**config.mk**
```make
export PLATFORM = sky130hd
export DESIGN_NAME = fllc_top
export DESIGN_NICKNAME = d
export VERILOG_FILES = /design/src/fllc_pkg.sv /design/src/fllc_top.sv
export SDC_FILE = /design/constraint.sdc
export NUM_CORES = 1
export LEC_CHECK = 0
export BUFFER_PORTS_ARGS = -buffer_cell sky130_fd_sc_hd__buf_2
export CAP_MARGIN = 10
export CORE_MARGIN = 2
export CORE_UTILIZATION = 55
export DETAILED_ROUTE_END_ITERATION = 8
export PLACE_DENSITY_LB_ADDON = 0.08
export SYNTH_ARGS = -nofsm -noshare
export SYNTH_HDL_FRONTEND = slang
export SYNTH_SLANG_ARGS = --single-unit
```
**constraint.sdc**
```tcl
create_clock -name pclk -period 2.53 [get_ports pclk]
set_input_delay 0.3795 -clock pclk [delete_from_list [all_inputs] [get_ports pclk]]
set_output_delay 0.3795 -clock pclk [all_outputs]
set_load 0.005 [all_outputs]
```
**src/fllc_pkg.sv**
```systemverilog
// constants, register map and carrier types for the loop configuration block
// Notes on behaviour
// - writing one to bit 15 copies pending multiplier values into the active loop.
// - while enabled, integer and numerator writes stay pending until the apply strobe.
// - fraction is a 16-bit numerator over a 16-bit denominator, plain integers.
// - main ratio bits 11:8 divide by code plus one.
// - main reference divider bits 7:6 divide by 1, 2, 4 or 8.
// - main source bits 3:0 pick master, bus, loop or interface clocks; others reserved.
// - main gain bits 5:2 give two to the code, saturating at 256.
// - synchroniser gain uses the same coding, saturating at 256.
// - synchroniser ratio bits 10:8 give 1, 2, 4, 8, and 16 for 1XX.
// - synchroniser reference divider bits 7:6 divide by 1, 2, 4 or 8.
// - synchroniser source follows the main source coding; others reserved.
// - synchroniser integer 10 bits, numerator and denominator 16 bits, reset zero.
// - oscillator equals sync ratio times 3 times sync input times multiplier.
// - with synchroniser enabled, denominator ignored, numerator scaled by 65536.
// - while disabled, integer and numerator writes take effect at once.
// - synchroniser bandwidth bit 0: 0 wide, 1 narrow, resets to 1.
`default_nettype none
package fllc_pkg;
  // register indices; byte address is four times the index
  localparam logic [9:0] FLLC_IDX_ENABLE = 10'h171;
  localparam logic [9:0] FLLC_IDX_INTEGER = 10'h172;
  localparam logic [9:0] FLLC_IDX_NUM = 10'h173;
  localparam logic [9:0] FLLC_IDX_DEN = 10'h174;
  localparam logic [9:0] FLLC_IDX_RATIO = 10'h175;
  localparam logic [9:0] FLLC_IDX_REF = 10'h176;
  localparam logic [9:0] FLLC_IDX_GAIN = 10'h179;
  localparam logic [9:0] FLLC_IDX_S_ENABLE = 10'h181;
  localparam logic [9:0] FLLC_IDX_S_INTEGER = 10'h182;
  localparam logic [9:0] FLLC_IDX_S_NUM = 10'h183;
  localparam logic [9:0] FLLC_IDX_S_DEN = 10'h184;
  localparam logic [9:0] FLLC_IDX_S_RATIO = 10'h185;
  localparam logic [9:0] FLLC_IDX_S_REF = 10'h186;
  localparam logic [9:0] FLLC_IDX_S_GAIN = 10'h187;
  // field positions
  localparam int FLLC_APPLY_BIT = 15;
  localparam int FLLC_RATIO_LSB = 8;
  localparam int FLLC_DIV_LSB = 6;
  localparam int FLLC_GAIN_LSB = 2;
  // reset values
  localparam logic [9:0] FLLC_INTEGER_RST = 10'h008;
  localparam logic [15:0] FLLC_NUM_RST = 16'h0018;
  localparam logic [15:0] FLLC_DEN_RST = 16'h007D;
  localparam logic FLLC_BW_RST = 1'h1;
  // settings presented to the analog loop
  typedef struct packed {
    logic loop_enable;
    logic [9:0] integer_multiplier;
    logic [15:0] frac_numerator;
    logic [15:0] frac_denominator;
    logic frac_scaled;
    logic [4:0] ratio_factor;
    logic [3:0] ref_div_factor;
    logic [3:0] ref_source;
    logic ref_source_reserved;
    logic [8:0] gain_value;
  } fllc_main_cfg_t;
  typedef struct packed {
    logic sync_path_enable;
    logic [9:0] sync_integer_multiplier;
    logic [15:0] sync_frac_numerator;
    logic [15:0] sync_frac_denominator;
    logic [4:0] ratio_factor;
    logic [3:0] ref_div_factor;
    logic [3:0] ref_source;
    logic ref_source_reserved;
    logic [8:0] gain_value;
    logic bandwidth_narrow;
  } fllc_sync_cfg_t;
endpackage
`default_nettype wire

```
**src/fllc_top.sv**
```systemverilog
// apb register bank and decoded settings for the first frequency-locked loop
//
// The APB slave port was left to the implementer.
`default_nettype none
module fllc_top #(
  parameter int ADDR_W = 12
) (
  input wire logic pclk,
  input wire logic presetn,
  input wire logic psel,
  input wire logic penable,
  input wire logic pwrite,
  input wire logic [ADDR_W-1:0] paddr,
  input wire logic [31:0] pwdata,
  input wire logic [3:0] pstrb,
  output logic [31:0] prdata,
  output logic pready,
  output logic pslverr,
  output fllc_pkg::fllc_main_cfg_t main_cfg,
  output fllc_pkg::fllc_sync_cfg_t sync_cfg
);
  import fllc_pkg::*;

  // raw register fields plus decoded outputs, all in one state word
  typedef struct packed {
    logic loop_enable;
    logic [9:0] pend_integer;
    logic [15:0] pend_numerator;
    logic [9:0] act_integer;
    logic [15:0] act_numerator;
    logic [15:0] frac_denominator;
    logic [3:0] main_ratio;
    logic [1:0] main_ref_divider;
    logic [3:0] main_ref_source;
    logic [3:0] main_gain;
    logic sync_path_enable;
    logic [9:0] sync_integer_multiplier;
    logic [15:0] sync_frac_numerator;
    logic [15:0] sync_frac_denominator;
    logic [2:0] sync_ratio;
    logic [1:0] sync_ref_divider;
    logic [3:0] sync_ref_source;
    logic [3:0] sync_gain;
    logic sync_bandwidth_select;
    logic [31:0] prdata;
    logic pready;
    logic pslverr;
    fllc_main_cfg_t main_cfg;
    fllc_sync_cfg_t sync_cfg;
  } fllc_state_t;

  fllc_state_t st_r;
  fllc_state_t st_nxt;

  // gain code to multiplier, shared by both paths
  function automatic logic [8:0] fllc_gain(input logic [3:0] code);
    logic [8:0] g;
    g = 9'h100;
    if (!code[3]) begin
      g = 9'(9'h001 << code[2:0]);
    end
    return g;
  endfunction

  // reference divider code to division factor, shared by both paths
  function automatic logic [3:0] fllc_refdiv(input logic [1:0] code);
    logic [3:0] d;
    d = 4'(4'h1 << code);
    return d;
  endfunction

  // codes 0010 and 0111 have no clock behind them
  function automatic logic fllc_src_reserved(input logic [3:0] code);
    logic r;
    r = (code == 4'h2) || (code == 4'h7);
    return r;
  endfunction

  // merge the enabled byte lanes of a write over the old 16-bit value
  function automatic logic [15:0] fllc_merge(input logic [15:0] old, input logic [31:0] wd,
                                             input logic [3:0] strb);
    logic [15:0] m;
    m = old;
    if (strb[0]) begin
      m[7:0] = wd[7:0];
    end
    if (strb[1]) begin
      m[15:8] = wd[15:8];
    end
    return m;
  endfunction

  logic setup_phase;
  logic access_wr;
  logic [9:0] idx;
  logic addr_hit;
  logic [15:0] rd_word;
  logic [15:0] wv;
  logic apply_hit;

  // apb phase decode; registers are 16 bits in the low half of each word
  always_comb begin
    setup_phase = psel && !penable;
    access_wr = psel && penable && pwrite && st_r.pready && !st_r.pslverr;
    idx = paddr[11:2];
    addr_hit = 1'b0;
    rd_word = 16'h0000;
    case (idx)
      FLLC_IDX_ENABLE: begin
        addr_hit = 1'b1;
        rd_word = {15'h0000, st_r.loop_enable};
      end
      FLLC_IDX_INTEGER: begin
        addr_hit = 1'b1;
        rd_word = {6'h00, st_r.pend_integer}; // apply bit reads zero
      end
      FLLC_IDX_NUM: begin
        addr_hit = 1'b1;
        rd_word = st_r.pend_numerator;
      end
      FLLC_IDX_DEN: begin
        addr_hit = 1'b1;
        rd_word = st_r.frac_denominator;
      end
      FLLC_IDX_RATIO: begin
        addr_hit = 1'b1;
        rd_word = {4'h0, st_r.main_ratio, 8'h00};
      end
      FLLC_IDX_REF: begin
        addr_hit = 1'b1;
        rd_word = {8'h00, st_r.main_ref_divider, 2'h0, st_r.main_ref_source};
      end
      FLLC_IDX_GAIN: begin
        addr_hit = 1'b1;
        rd_word = {10'h000, st_r.main_gain, 2'h0};
      end
      FLLC_IDX_S_ENABLE: begin
        addr_hit = 1'b1;
        rd_word = {15'h0000, st_r.sync_path_enable};
      end
      FLLC_IDX_S_INTEGER: begin
        addr_hit = 1'b1;
        rd_word = {6'h00, st_r.sync_integer_multiplier};
      end
      FLLC_IDX_S_NUM: begin
        addr_hit = 1'b1;
        rd_word = st_r.sync_frac_numerator;
      end
      FLLC_IDX_S_DEN: begin
        addr_hit = 1'b1;
        rd_word = st_r.sync_frac_denominator;
      end
      FLLC_IDX_S_RATIO: begin
        addr_hit = 1'b1;
        rd_word = {5'h00, st_r.sync_ratio, 8'h00};
      end
      FLLC_IDX_S_REF: begin
        addr_hit = 1'b1;
        rd_word = {8'h00, st_r.sync_ref_divider, 2'h0, st_r.sync_ref_source};
      end
      FLLC_IDX_S_GAIN: begin
        addr_hit = 1'b1;
        rd_word = {10'h000, st_r.sync_gain, 1'b0, st_r.sync_bandwidth_select};
      end
      default: begin
        addr_hit = 1'b0;
        rd_word = 16'h0000;
      end
    endcase
    if (paddr[1:0] != 2'h0) begin
      addr_hit = 1'b0;
    end
  end

  // next state: bus answer, register writes, multiplier transfer and decode
  always_comb begin
    st_nxt = st_r;
    wv = 16'h0000;
    apply_hit = 1'b0;
    // answer one cycle after setup, so the access phase completes with no wait state
    st_nxt.pready = setup_phase;
    st_nxt.pslverr = setup_phase && !addr_hit;
    if (setup_phase) begin
      st_nxt.prdata = (!pwrite && addr_hit) ? {16'h0000, rd_word} : 32'h0000_0000;
    end
    if (access_wr) begin
      case (idx)
        FLLC_IDX_ENABLE: begin
          wv = fllc_merge({15'h0000, st_r.loop_enable}, pwdata, pstrb);
          st_nxt.loop_enable = wv[0]; // software enables last, after the rest
        end
        FLLC_IDX_INTEGER: begin
          wv = fllc_merge({6'h00, st_r.pend_integer}, pwdata, pstrb);
          st_nxt.pend_integer = wv[9:0]; // held pending while running
          apply_hit = pstrb[1] && pwdata[FLLC_APPLY_BIT]; // zero does nothing
        end
        FLLC_IDX_NUM: begin
          st_nxt.pend_numerator = fllc_merge(st_r.pend_numerator, pwdata, pstrb);
        end
        FLLC_IDX_DEN: begin
          st_nxt.frac_denominator = fllc_merge(st_r.frac_denominator, pwdata, pstrb);
        end
        FLLC_IDX_RATIO: begin
          wv = fllc_merge({4'h0, st_r.main_ratio, 8'h00}, pwdata, pstrb);
          st_nxt.main_ratio = wv[11:8];
        end
        FLLC_IDX_REF: begin
          wv = fllc_merge({8'h00, st_r.main_ref_divider, 2'h0, st_r.main_ref_source}, pwdata, pstrb);
          st_nxt.main_ref_divider = wv[7:6];
          st_nxt.main_ref_source = wv[3:0];
        end
        FLLC_IDX_GAIN: begin
          wv = fllc_merge({10'h000, st_r.main_gain, 2'h0}, pwdata, pstrb);
          st_nxt.main_gain = wv[5:2];
        end
        FLLC_IDX_S_ENABLE: begin
          wv = fllc_merge({15'h0000, st_r.sync_path_enable}, pwdata, pstrb);
          st_nxt.sync_path_enable = wv[0]; // set last by software
        end
        FLLC_IDX_S_INTEGER: begin
          wv = fllc_merge({6'h00, st_r.sync_integer_multiplier}, pwdata, pstrb);
          st_nxt.sync_integer_multiplier = wv[9:0];
        end
        FLLC_IDX_S_NUM: begin
          st_nxt.sync_frac_numerator = fllc_merge(st_r.sync_frac_numerator, pwdata, pstrb);
        end
        FLLC_IDX_S_DEN: begin
          st_nxt.sync_frac_denominator = fllc_merge(st_r.sync_frac_denominator, pwdata, pstrb);
        end
        FLLC_IDX_S_RATIO: begin
          wv = fllc_merge({5'h00, st_r.sync_ratio, 8'h00}, pwdata, pstrb);
          st_nxt.sync_ratio = wv[10:8];
        end
        FLLC_IDX_S_REF: begin
          wv = fllc_merge({8'h00, st_r.sync_ref_divider, 2'h0, st_r.sync_ref_source}, pwdata, pstrb);
          st_nxt.sync_ref_divider = wv[7:6];
          st_nxt.sync_ref_source = wv[3:0];
        end
        FLLC_IDX_S_GAIN: begin
          wv = fllc_merge({10'h000, st_r.sync_gain, 1'b0, st_r.sync_bandwidth_select}, pwdata, pstrb);
          st_nxt.sync_gain = wv[5:2];
          st_nxt.sync_bandwidth_select = wv[0];
        end
        default: begin
          wv = 16'h0000;
        end
      endcase
    end
    // integer and numerator move together so the loop never sees a half update
    if (!st_nxt.loop_enable) begin
      st_nxt.act_integer = st_nxt.pend_integer; // stopped loop follows writes directly
      st_nxt.act_numerator = st_nxt.pend_numerator;
    end else if (apply_hit) begin
      st_nxt.act_integer = st_nxt.pend_integer; // strobe copies pending values
      st_nxt.act_numerator = st_nxt.pend_numerator;
    end
    // main path settings as the oscillator sees them
    st_nxt.main_cfg.loop_enable = st_nxt.loop_enable;
    st_nxt.main_cfg.integer_multiplier = st_nxt.act_integer;
    st_nxt.main_cfg.frac_numerator = st_nxt.act_numerator;
    // with the synchroniser on, the numerator is a 1/65536 fraction and the denominator drops out
    st_nxt.main_cfg.frac_scaled = st_nxt.sync_path_enable;
    st_nxt.main_cfg.frac_denominator = st_nxt.sync_path_enable ? 16'h0000 : st_nxt.frac_denominator;
    st_nxt.main_cfg.ratio_factor = {1'b0, st_nxt.main_ratio} + 5'h01; // code plus one
    st_nxt.main_cfg.ref_div_factor = fllc_refdiv(st_nxt.main_ref_divider);
    st_nxt.main_cfg.ref_source = st_nxt.main_ref_source;
    st_nxt.main_cfg.ref_source_reserved = fllc_src_reserved(st_nxt.main_ref_source);
    st_nxt.main_cfg.gain_value = fllc_gain(st_nxt.main_gain);
    // synchroniser path; its ratio coding differs from the main one
    st_nxt.sync_cfg.sync_path_enable = st_nxt.sync_path_enable;
    st_nxt.sync_cfg.sync_integer_multiplier = st_nxt.sync_integer_multiplier;
    st_nxt.sync_cfg.sync_frac_numerator = st_nxt.sync_frac_numerator;
    st_nxt.sync_cfg.sync_frac_denominator = st_nxt.sync_frac_denominator;
    st_nxt.sync_cfg.ratio_factor = st_nxt.sync_ratio[2] ? 5'h10 : 5'(5'h01 << st_nxt.sync_ratio[1:0]);
    st_nxt.sync_cfg.ref_div_factor = fllc_refdiv(st_nxt.sync_ref_divider);
    st_nxt.sync_cfg.ref_source = st_nxt.sync_ref_source;
    st_nxt.sync_cfg.ref_source_reserved = fllc_src_reserved(st_nxt.sync_ref_source);
    st_nxt.sync_cfg.gain_value = fllc_gain(st_nxt.sync_gain);
    st_nxt.sync_cfg.bandwidth_narrow = st_nxt.sync_bandwidth_select;
  end

  // state register; reset loads documented defaults and their decoded forms
  always_ff @(posedge pclk or negedge presetn) begin
    if (!presetn) begin
      st_r <= '0;
      st_r.pend_integer <= FLLC_INTEGER_RST;
      st_r.act_integer <= FLLC_INTEGER_RST;
      st_r.pend_numerator <= FLLC_NUM_RST;
      st_r.act_numerator <= FLLC_NUM_RST;
      st_r.frac_denominator <= FLLC_DEN_RST;
      st_r.sync_bandwidth_select <= FLLC_BW_RST;
      st_r.main_cfg.integer_multiplier <= FLLC_INTEGER_RST;
      st_r.main_cfg.frac_numerator <= FLLC_NUM_RST;
      st_r.main_cfg.frac_denominator <= FLLC_DEN_RST;
      st_r.main_cfg.ratio_factor <= 5'h01;
      st_r.main_cfg.ref_div_factor <= 4'h1;
      st_r.main_cfg.gain_value <= 9'h001;
      st_r.sync_cfg.ratio_factor <= 5'h01;
      st_r.sync_cfg.ref_div_factor <= 4'h1;
      st_r.sync_cfg.gain_value <= 9'h001;
      st_r.sync_cfg.bandwidth_narrow <= FLLC_BW_RST;
    end else begin
      st_r <= st_nxt;
    end
  end

  // outputs straight from the state register
  assign prdata = st_r.prdata;
  assign pready = st_r.pready;
  assign pslverr = st_r.pslverr;
  assign main_cfg = st_r.main_cfg;
  assign sync_cfg = st_r.sync_cfg;
endmodule
`default_nettype wire

```
### Yosys cells after proc, flatten, opt, wreduce, memory -nomap -nowiden

Cells that the tools add are included.

| word-level totals | value |
|---|---|
| RAM bits | 0 |
| output and inout bits | 168 |
| ROM bits | 0 |
| latch bits | 0 |
| logic and storage cells | 130 |
| register bits | 228 |
| memories | 0 |

| operators by class | value |
|---|---|
| divide/modulo/power cells | 0 |
| multiply operators | 0 |
| reductions and logical operators | 23 |
| equality and inequality tests | 19 |
| multiplexer cells | 48 |
| $add $sub $neg | 1 |
| shift-type cells | 5 |
| bitwise logic cells | 0 |
| order comparisons | 0 |

Operators with widths:

| cell | number |
|---|---|
| 16-bit case mux with 14 select lines | 1 |
| 10-bit by 9-bit == test with 1-bit output (second input constant) | 14 |
| 16-bit 2-to-1 mux | 6 |
| 8-bit 2-to-1 mux | 12 |
| 87-bit 2-to-1 mux | 1 |
| 26-bit 2-to-1 mux | 2 |
| 27-bit 2-to-1 mux | 1 |
| 6-bit 2-to-1 mux | 4 |
| 3-bit AND reduction | 7 |
| 10-bit 2-to-1 mux | 2 |
| 9-bit 2-to-1 mux | 2 |
| 1-bit by 3-bit << shifter with 9-bit output (first input constant) | 2 |
| 14-bit OR reduction | 1 |
| 4-bit 2-to-1 mux | 3 |
| 5-bit 2-to-1 mux | 2 |
| 4-bit by 2-bit == test with 1-bit output (second input constant) | 2 |
| 4-bit by 3-bit == test with 1-bit output (second input constant) | 2 |
| 1-bit logical AND | 8 |
| 1-bit 2-to-1 mux | 8 |
| 1-bit by 2-bit << shifter with 4-bit output (first input constant) | 2 |
| 3-bit 2-to-1 mux | 2 |
| 4-bit by 1-bit adder with 5-bit output (second input constant) | 1 |
| 1-bit by 2-bit << shifter with 5-bit output (first input constant) | 1 |
| 1-bit zero test | 4 |
| other kinds (4) | 6 |

### Logic depth before layout (Yosys ltp)

Gate-level depths: netlist (run 1).

| depth | value |
|---|---|
| depth in word-level cells | 7 |
| depth in mapped cells | 10 |

### Worst setup path after synthesis (run 1)

No wires, ideal clock.

| timing path | value |
|---|---|
| path kind | input to register |
| start point | input port paddr[5] |
| end point | register, netlist name main_cfg[40] |
| stages | 6 |
| path slack | 0.463 ns |
| arrival | 1.942 ns |
| path buffers | 2 |
| library setup time | 0.125 ns |
| cell sequence | buf_6 -> nor4b_4 -> nand3_2 -> o22ai_4 -> buf_8 -> mux2_4 |

| between the ends | value |
|---|---|
| cells in the longest elaborated chain, start to end | 5 |
| elaborated cells on any way between the ends | 11 |

RTL lines:

| item | RTL line | source |
|---|---|---|
| start, declared | fllc_top.sv:13 | `input wire logic [ADDR_W-1:0] paddr,` |
| 10-bit by 9-bit == test with 1-bit output | fllc_top.sv:187 | `case (idx)` |
| 16-bit 2-to-1 mux | fllc_top.sv:187 |  |
| 27-bit 2-to-1 mux | fllc_top.sv:186 | `if (access_wr) begin` |
| 26-bit 2-to-1 mux | fllc_top.sv:253 | `end else if (apply_hit) begin` |
| 26-bit 2-to-1 mux | fllc_top.sv:250 | `if (!st_nxt.loop_enable) begin` |

Several ways; a longest one is shown, not always the timed one. The select of a mux whose other input is x is not followed.
A chain may end at the register's enable or synchronous reset.

==> results.tsv, run 1 <==
stage	metric	value	unit
run_status	status	finished clean	
yosys	Post-synth ARST share	100	%
yosys	Yosys reg bits	209	
sta	period utilization	88.3	%
route	TritonRoute pass-1 iters	7	
clock_network	CTS tree	yes	
route	final WL	26100	um
clock_network	hold_buf cts	1	
yosys	Netlist Area Pre-Place	10600	um^2
global_route	first-pass GRT wire length	40600	um
global_route	vias in the first global route	7299	
route	Detailed Route Iter0 Violations	643	
route	Vias	6860	
critical_path	CP startpoint kind	register	
route	drt via density	5.69	
floorplanning	Die Width	143	um
yosys	Synth Warn #	0	
yosys	post-synth cell types	61	
yosys	most area-hungry cell type in the Yosys netlist	dfrtp_1	
global_route	Tot GR Track Use	25.8	%
sta	max-slew violations	0	
floorplanning	die area	20300	um^2
sta	Max Clock Freq	0.448	GHz
clock_network	Worst-path clk slew	60	ps
critical_path	CP arrival	2610	ps
clock_network	Num CTS Buffers	23	
run	max_cap viols	0	
sta	RSZ-0062 raised after global routing	no	
floorplanning	Die H	143	um
route	antenna viol nets, final	0	
global_route	largest net degree at the start of global routing	87	
global_route	total gr overflow	0	
yosys	Avg Inst Size Synth	11.8	um^2
cells_and_area	Area Growth Syn to Fin	9.00	%
critical_path	Crit Path Max Fanout	8	
sta	Worst Tran Pin Value	697	ps
power	Pwr Density	615	nW/um^2
route	DRC Markers	0	
route	Routed wire per std cell	21.6	um
power	Peak VDD IR	0.000515	V
floorplanning	area of the core	18800	um^2
sta	relative slew slack	53.5	%
yosys	share of the synthesized area in the top cell type	43.6	%
sta	Hold Fails Final Rpt	0	
clock_network	H-tree Lvls	1	
place	hpwl dp	18400	um
global_route	initial antenna violation count	0	
place	placed cell count	1162	
yosys	Seq/Total Area, Yosys	49.8	%
yosys	Post-Syn Instances	892	
floorplanning	I/O pin count	221	
cells_and_area	NumNets Final	1008	
sta	total negative slack	0	ps
clock_network	Clock Tree Buf Depth	3	
floorplanning	Initial Utilization	56.3	%
power	Leak	6.07	nW
sta	final setup fails	0	
cells_and_area	final core occ	61.4	%
clock_network	postcts setup bufs	0	
critical_path	crit path kind	reg2reg	
clock_network	Skew-Pair Late Insertion Delay	520	ps
floorplanning	# rows	50	
clock_network	number of clock sinks	209	
yosys	top_reg_cell synth	dfrtp_1	
place	port bufs	186	
cells_and_area	fin cells	1206	
yosys	EDFF count, synth	0	
clock_network	CTS Root Cell	clkbuf_16	
sta	Clock Skews	17.3	ps
critical_path	Critical Path RT	2900	ps
place	GP Congestion	0.851	
sta	Tmin final	2230	ps
clock_network	cells resized by post-CTS repair	0	
critical_path	Setup crit end kind	register	
hold_path	Min-Delay Path Class	in2reg	
yosys	ranking of synthesized cells by area	dfrtp_1 (44%), buf_4 (12%), mux2_2 (12%), dfstp_2 (6.2%), mux2_4 (3.0%)	
cells_and_area	layout cells sized above 1	46.9	%
layout make-up:
class | instances | area, um^2
well taps | 234 | 293
diodes | 1 | 2.50
clock buffers | 30 | 652
fillers | 1543 | 7250
repair buffers | 231 | 1320
clock inverters | 12 | 143
multi-input cells | 472 | 3790
inverters | 17 | 63.8
flip-flops and latches | 209 | 5260
layout by cell type (no fill, tap or decap), types with 4 or more instances in the layout:
| master | n |
|---|---|
| nor2b_1 | 22 |
| mux2i_1 | 15 |
| and3_1 | 5 |
| and2_1 | 5 |
| buf_2 | 185 |
| and4bb_2 | 4 |
| clkbuf_8 | 6 |
| and4b_1 | 6 |
| o21ai_0 | 26 |
| nor3b_1 | 8 |
| a222oi_1 | 5 |
| nand3_2 | 8 |
| dfstp_2 | 25 |
| nand4_1 | 6 |
| buf_4 | 41 |
| a31oi_1 | 5 |
| inv_1 | 17 |
| mux2_2 | 111 |
| mux2_4 | 21 |
| nand3_1 | 14 |
| clkinv_2 | 7 |
| nor2_1 | 37 |
| a22o_1 | 13 |
| clkbuf_16 | 23 |
| dfrtp_1 | 184 |
| a211oi_1 | 6 |
| nand3b_1 | 6 |
| nor4_1 | 4 |
| a21oi_1 | 15 |
| a22oi_1 | 14 |
| nand2_1 | 52 |
| conb_1 | 16 |
where the power goes:
part | internal [W] | switching (W)
clock network | 0.00212 | 0.00134
registers | 0.00335 | 0.00000167
logic | 0.0000745 | 0.000193
sequential cells by signal, summed over array words and instances (netlist names):
register,cells
sync_cfg,67
main_cfg,66
st_r,58
prdata,16
pready,1
pslverr,1
cell families (layout without fill, tap and decap cells):
kind of cell / count (synthesis) / after routing / share of synthesized area [%]
AO/OA/AOI/OAI: 107 / 107 / 7.22
XOR/XNOR: 2 / 2 / 0.166
adder cells (fa/ha/maj): 1 / 1 / 0.118
buffers and inverters: 226 / 290 / 14.9
flip-flops: 209 / 209 / 49.8
multiplexers: 148 / 148 / 16.4
other: 1 / 17 / 0.0355
AND/OR/NAND/NOR: 198 / 198 / 11.3
path summary, 6_finish.rpt:
path | endpoint | startpoint | depth (start not counted) | slack, ps
worst max-delay path | main_cfg[31] | pslverr | 6 | 300
worst min-delay path | st_r[254] | pwdata[15] | 2 | 150
worst max register to register | main_cfg[31] | pslverr | 6 | 300
worst min register to register | prdata[14] | prdata[14] | 2 | 480
max in group asynchronous | st_r[243] | presetn | 3 | 1250
min in group asynchronous | sync_cfg[37] | presetn | 2 | 490
cells in the mapped netlist, drive strengths merged, types with 8 or more instances:
cell type,number
a22o,13
nor2b,22
buf,192
o21ai,26
a21oi,15
dfstp,25
inv,17
mux2i,16
a22oi,14
nor2,37
dfrtp,184
clkbuf,17
nand3,25
mux2,132
nand2,54
nor3b,8
critical path: stages (launching register included):
cell     delay, ps
dfrtp_1        380
and4b_1        330
and2_1         370
buf_4          230
nand3_2        280
mux2_2         380
nor2b_1        140
per-stage QoR:
stage	setup slack [ps]	hold WS [ps]	power, W	area [um^2]
5_1_grt	233	152	0.00732	11500
3_5_place_dp	131	470	0.00368	10700
2_1_floorplan	463	83.9	0.00353	10600
3_3_place_gp	146	467	0.00367	10700
6_report	296	154	0.00708	11500
4_1_cts	323	141	0.00714	11500
layer usage:
metal / wire [um] / global-route usage [%] / vias to the layer above
li1: - / - / 3070
met1: 11200 / 35.2 / 3419
met2: 12200 / 41.5 / 314
met3: 2060 / 5.90 / 57
met4: 690 / 7.92 / 0
met5: 0 / 0 / -
Note: power is estimated with default switching activity, not from simulation.
==> run 2, diff against run 1 <==
==> constraint.sdc (replaced) <==
create_clock -name pclk -period 2.53 [get_ports pclk]
set_input_delay 0.253 -clock pclk [delete_from_list [all_inputs] [get_ports pclk]]
set_output_delay 0.253 -clock pclk [all_outputs]
set_load 0.005 [all_outputs]
==> run 2 against run 1 <==
Effect of this change: worst setup slack worse by 89 ps; fmax fell by 3.8%; cell area shrank 0.84%; sequential power about the same; first-iteration DRC count fell by 7.8%; die area is the same.
==> results.tsv, run 2 (synthesized netlist as in run 1, its figures left out) <==
stage	metric	value	unit
run_status	status	finished clean	
sta	Tmin final	2320	ps
clock_network	Clock Tree Buf Depth	3	
place	hpwl dp	18100	um
floorplanning	I/O pin count	221	
critical_path	crit path cell chain	and4b_1 -> and2_1 -> nand3_2 -> mux2_2 -> mux2_2	
sta	Clock Skews	7.74	ps
sta	Hold Fails Final Rpt	0	
power	sw power	0.00149	W
clock_network	Skew-Pair Late Insertion Delay	500	ps
place	placed inst area	10700	um^2
clock_network	H-tree Lvls	1	
power	clock power share	46.6	%
critical_path	Largest stage delay, worst path	450	ps
sta	relative slew slack	57.0	%
sta	Worst Tran Pin Value	645	ps
critical_path	critical path's top delay family	simple AND/OR/NAND/NOR gates	
critical_path	Top cell by count, worst path	mux2_2	
floorplanning	Die H	143	um
run	max_cap viols	0	
global_route	first-pass GRT wire length	40200	um
cells_and_area	Area Growth Syn to Fin	8.08	%
power	Peak VDD IR	0.000461	V
power	combinational cell fraction of total power	4.0	%
cells_and_area	layout cells sized above 1	46.1	%
power	Int Pwr	0.00529	W
sta	Setup WS post-layout	207	ps
floorplanning	# rows	50	
cells_and_area	most flop-heavy register	sync_cfg	
clock_network	number of clock sinks	209	
floorplanning	Die Width	143	um
critical_path	Crit-path slowest cell	and2_1	
clock_network	CTS tree	yes	
hold_path	Min-Delay Path Class	in2reg	
power	switching fraction of total power	22.0	%
cells_and_area	commonest non-fill, non-tap cell in the layout	buf_2	
critical_path	cell depth of the worst flop-to-flop path	5	
place	DP Worst Slack	180	ps
route	Detailed Route Iter0 Violations	593	
sta	final setup fails	0	
floorplanning	die area	20300	um^2
global_route	total gr overflow	0	
clock_network	cells resized by post-CTS repair	0	
place	port bufs	186	
sta	total negative slack	0	ps
sta	Max Clock Freq	0.430	GHz
route	DRC Markers	0	
place	placed cell count	1157	
power	Pwr Density	593	nW/um^2
critical_path	Crit Path Max Fanout	11	
cells_and_area	NumNets Final	1002	
global_route	vias in the first global route	7027	
critical_path	CP startpoint kind	register	
clock_network	hold_buf cts	1	
cells_and_area	biggest regs	sync_cfg x67, main_cfg x66, st_r x58	
floorplanning	area of the core	18800	um^2
critical_path	CP arrival	2710	ps
route	Vias	6838	
critical_path	CP bufs+invs	0	
place	GP Congestion	0.857	
sta	RSZ-0062 raised after global routing	no	
cells_and_area	most frequent cells in the layout	buf_2 (185), dfrtp_1 (184), mux2_2 (111)	
global_route	initial antenna violation count	0	
floorplanning	Initial Utilization	56.3	%
route	drt via density	5.71	
route	final WL	25800	um
cells_and_area	fin cells	1198	
cells_and_area	fill count	1574	
global_route	largest net degree at the start of global routing	80	
sta	max-slew violations	0	
clock_network	Worst-path clk slew	60	ps
critical_path	Crit path depth	5	
hold_path	Hold Crit Depth	2	
route	antenna viol nets, final	0	
critical_path	crit path kind	reg2reg	
clock_network	CTS Root Cell	clkbuf_16	
global_route	Tot GR Track Use	25.8	%
route	TritonRoute pass-1 iters	6	
route	Routed wire per std cell	21.6	um
clock_network	Num CTS Buffers	22	
critical_path	Critical Path RT	2920	ps
cells_and_area	post-route cell area	11400	um^2
power	Leak	6.01	nW
power	Flop pwr share	49.4	%
critical_path	Setup crit end kind	register	
cells_and_area	Largest register FFs	67	
sta	period utilization	91.8	%
clock_network	postcts setup bufs	0	
==> run 2: changes by cell type in the layout (fill, tap and decap cells not counted) <==
cell       before  now
clkinv_4        1    0
buf_12          3    5
clkbuf_8        6    8
clkinv_2        7    4
clkbuf_1        2    5
inv_6           1    0
buf_4          41   34
bufinv_16       3    0
==> run 2: area by class of cell <==
type                       count  area, um^2  share of cell area [%]
timing repair buffer         226        1310                    11.4
sequential                   209        5260                    46.1
clock buffer                  35         691                    6.05
multi-input combinational    472        3790                    33.2
inverter                      17        63.8                   0.559
tap                          234         293                    2.56
clock inverter                 4        20.0                   0.175
antenna                        1        2.50                  0.0219
==> run 2: worst paths after layout <==
| kind | endpoint | from | slack (ps) |
|---|---|---|---|
| worst min-delay path | sync_cfg[52] | pwdata[12] | 20 |
| worst max register to register | main_cfg[62] | pslverr | 210 |
| max in group asynchronous | main_cfg[18] | presetn | 1370 |
| worst max-delay path | main_cfg[62] | pslverr | 210 |
| min in group asynchronous | main_cfg[37] | presetn | 340 |
| worst min register to register | prdata[8] | prdata[8] | 490 |
==> run 2: metal layers <==
| metal | share of wire (%) | GRT usage (%) | vias to the layer above | routed length, um |
|---|---|---|---|---|
| met5 | 0 | 0 | - | 0 |
| met4 | 2.9 | 8.18 | 0 | 742 |
| met3 | 7.4 | 5.43 | 55 | 1910 |
| met2 | 46 | 40.8 | 298 | 12000 |
| met1 | 43 | 35.9 | 3444 | 11200 |
| li1 | - | - | 3041 | - |
==> run 2: power by group through the flow <==
stage / combinational [W] / sequential [W] / clock, W
floorplan: 0.000116 / 0.00341 / 0
global route: 0.000299 / 0.00335 / 0.00336
global placement: 0.000264 / 0.00341 / 0
CTS: 0.000270 / 0.00335 / 0.00321
finish: 0.000268 / 0.00335 / 0.00316
detailed placement: 0.000268 / 0.00341 / 0
==> run 2: through the flow <==
stage	total power [W]	hold WS, ps	util (%)
floorplan	0.00353	-42.6	-
global placement	0.00367	325	57.0
detailed placement	0.00368	342	57.0
CTS	0.00683	6.19	60.9
global route	0.00700	14.2	60.9
finish	0.00678	25.0	60.9
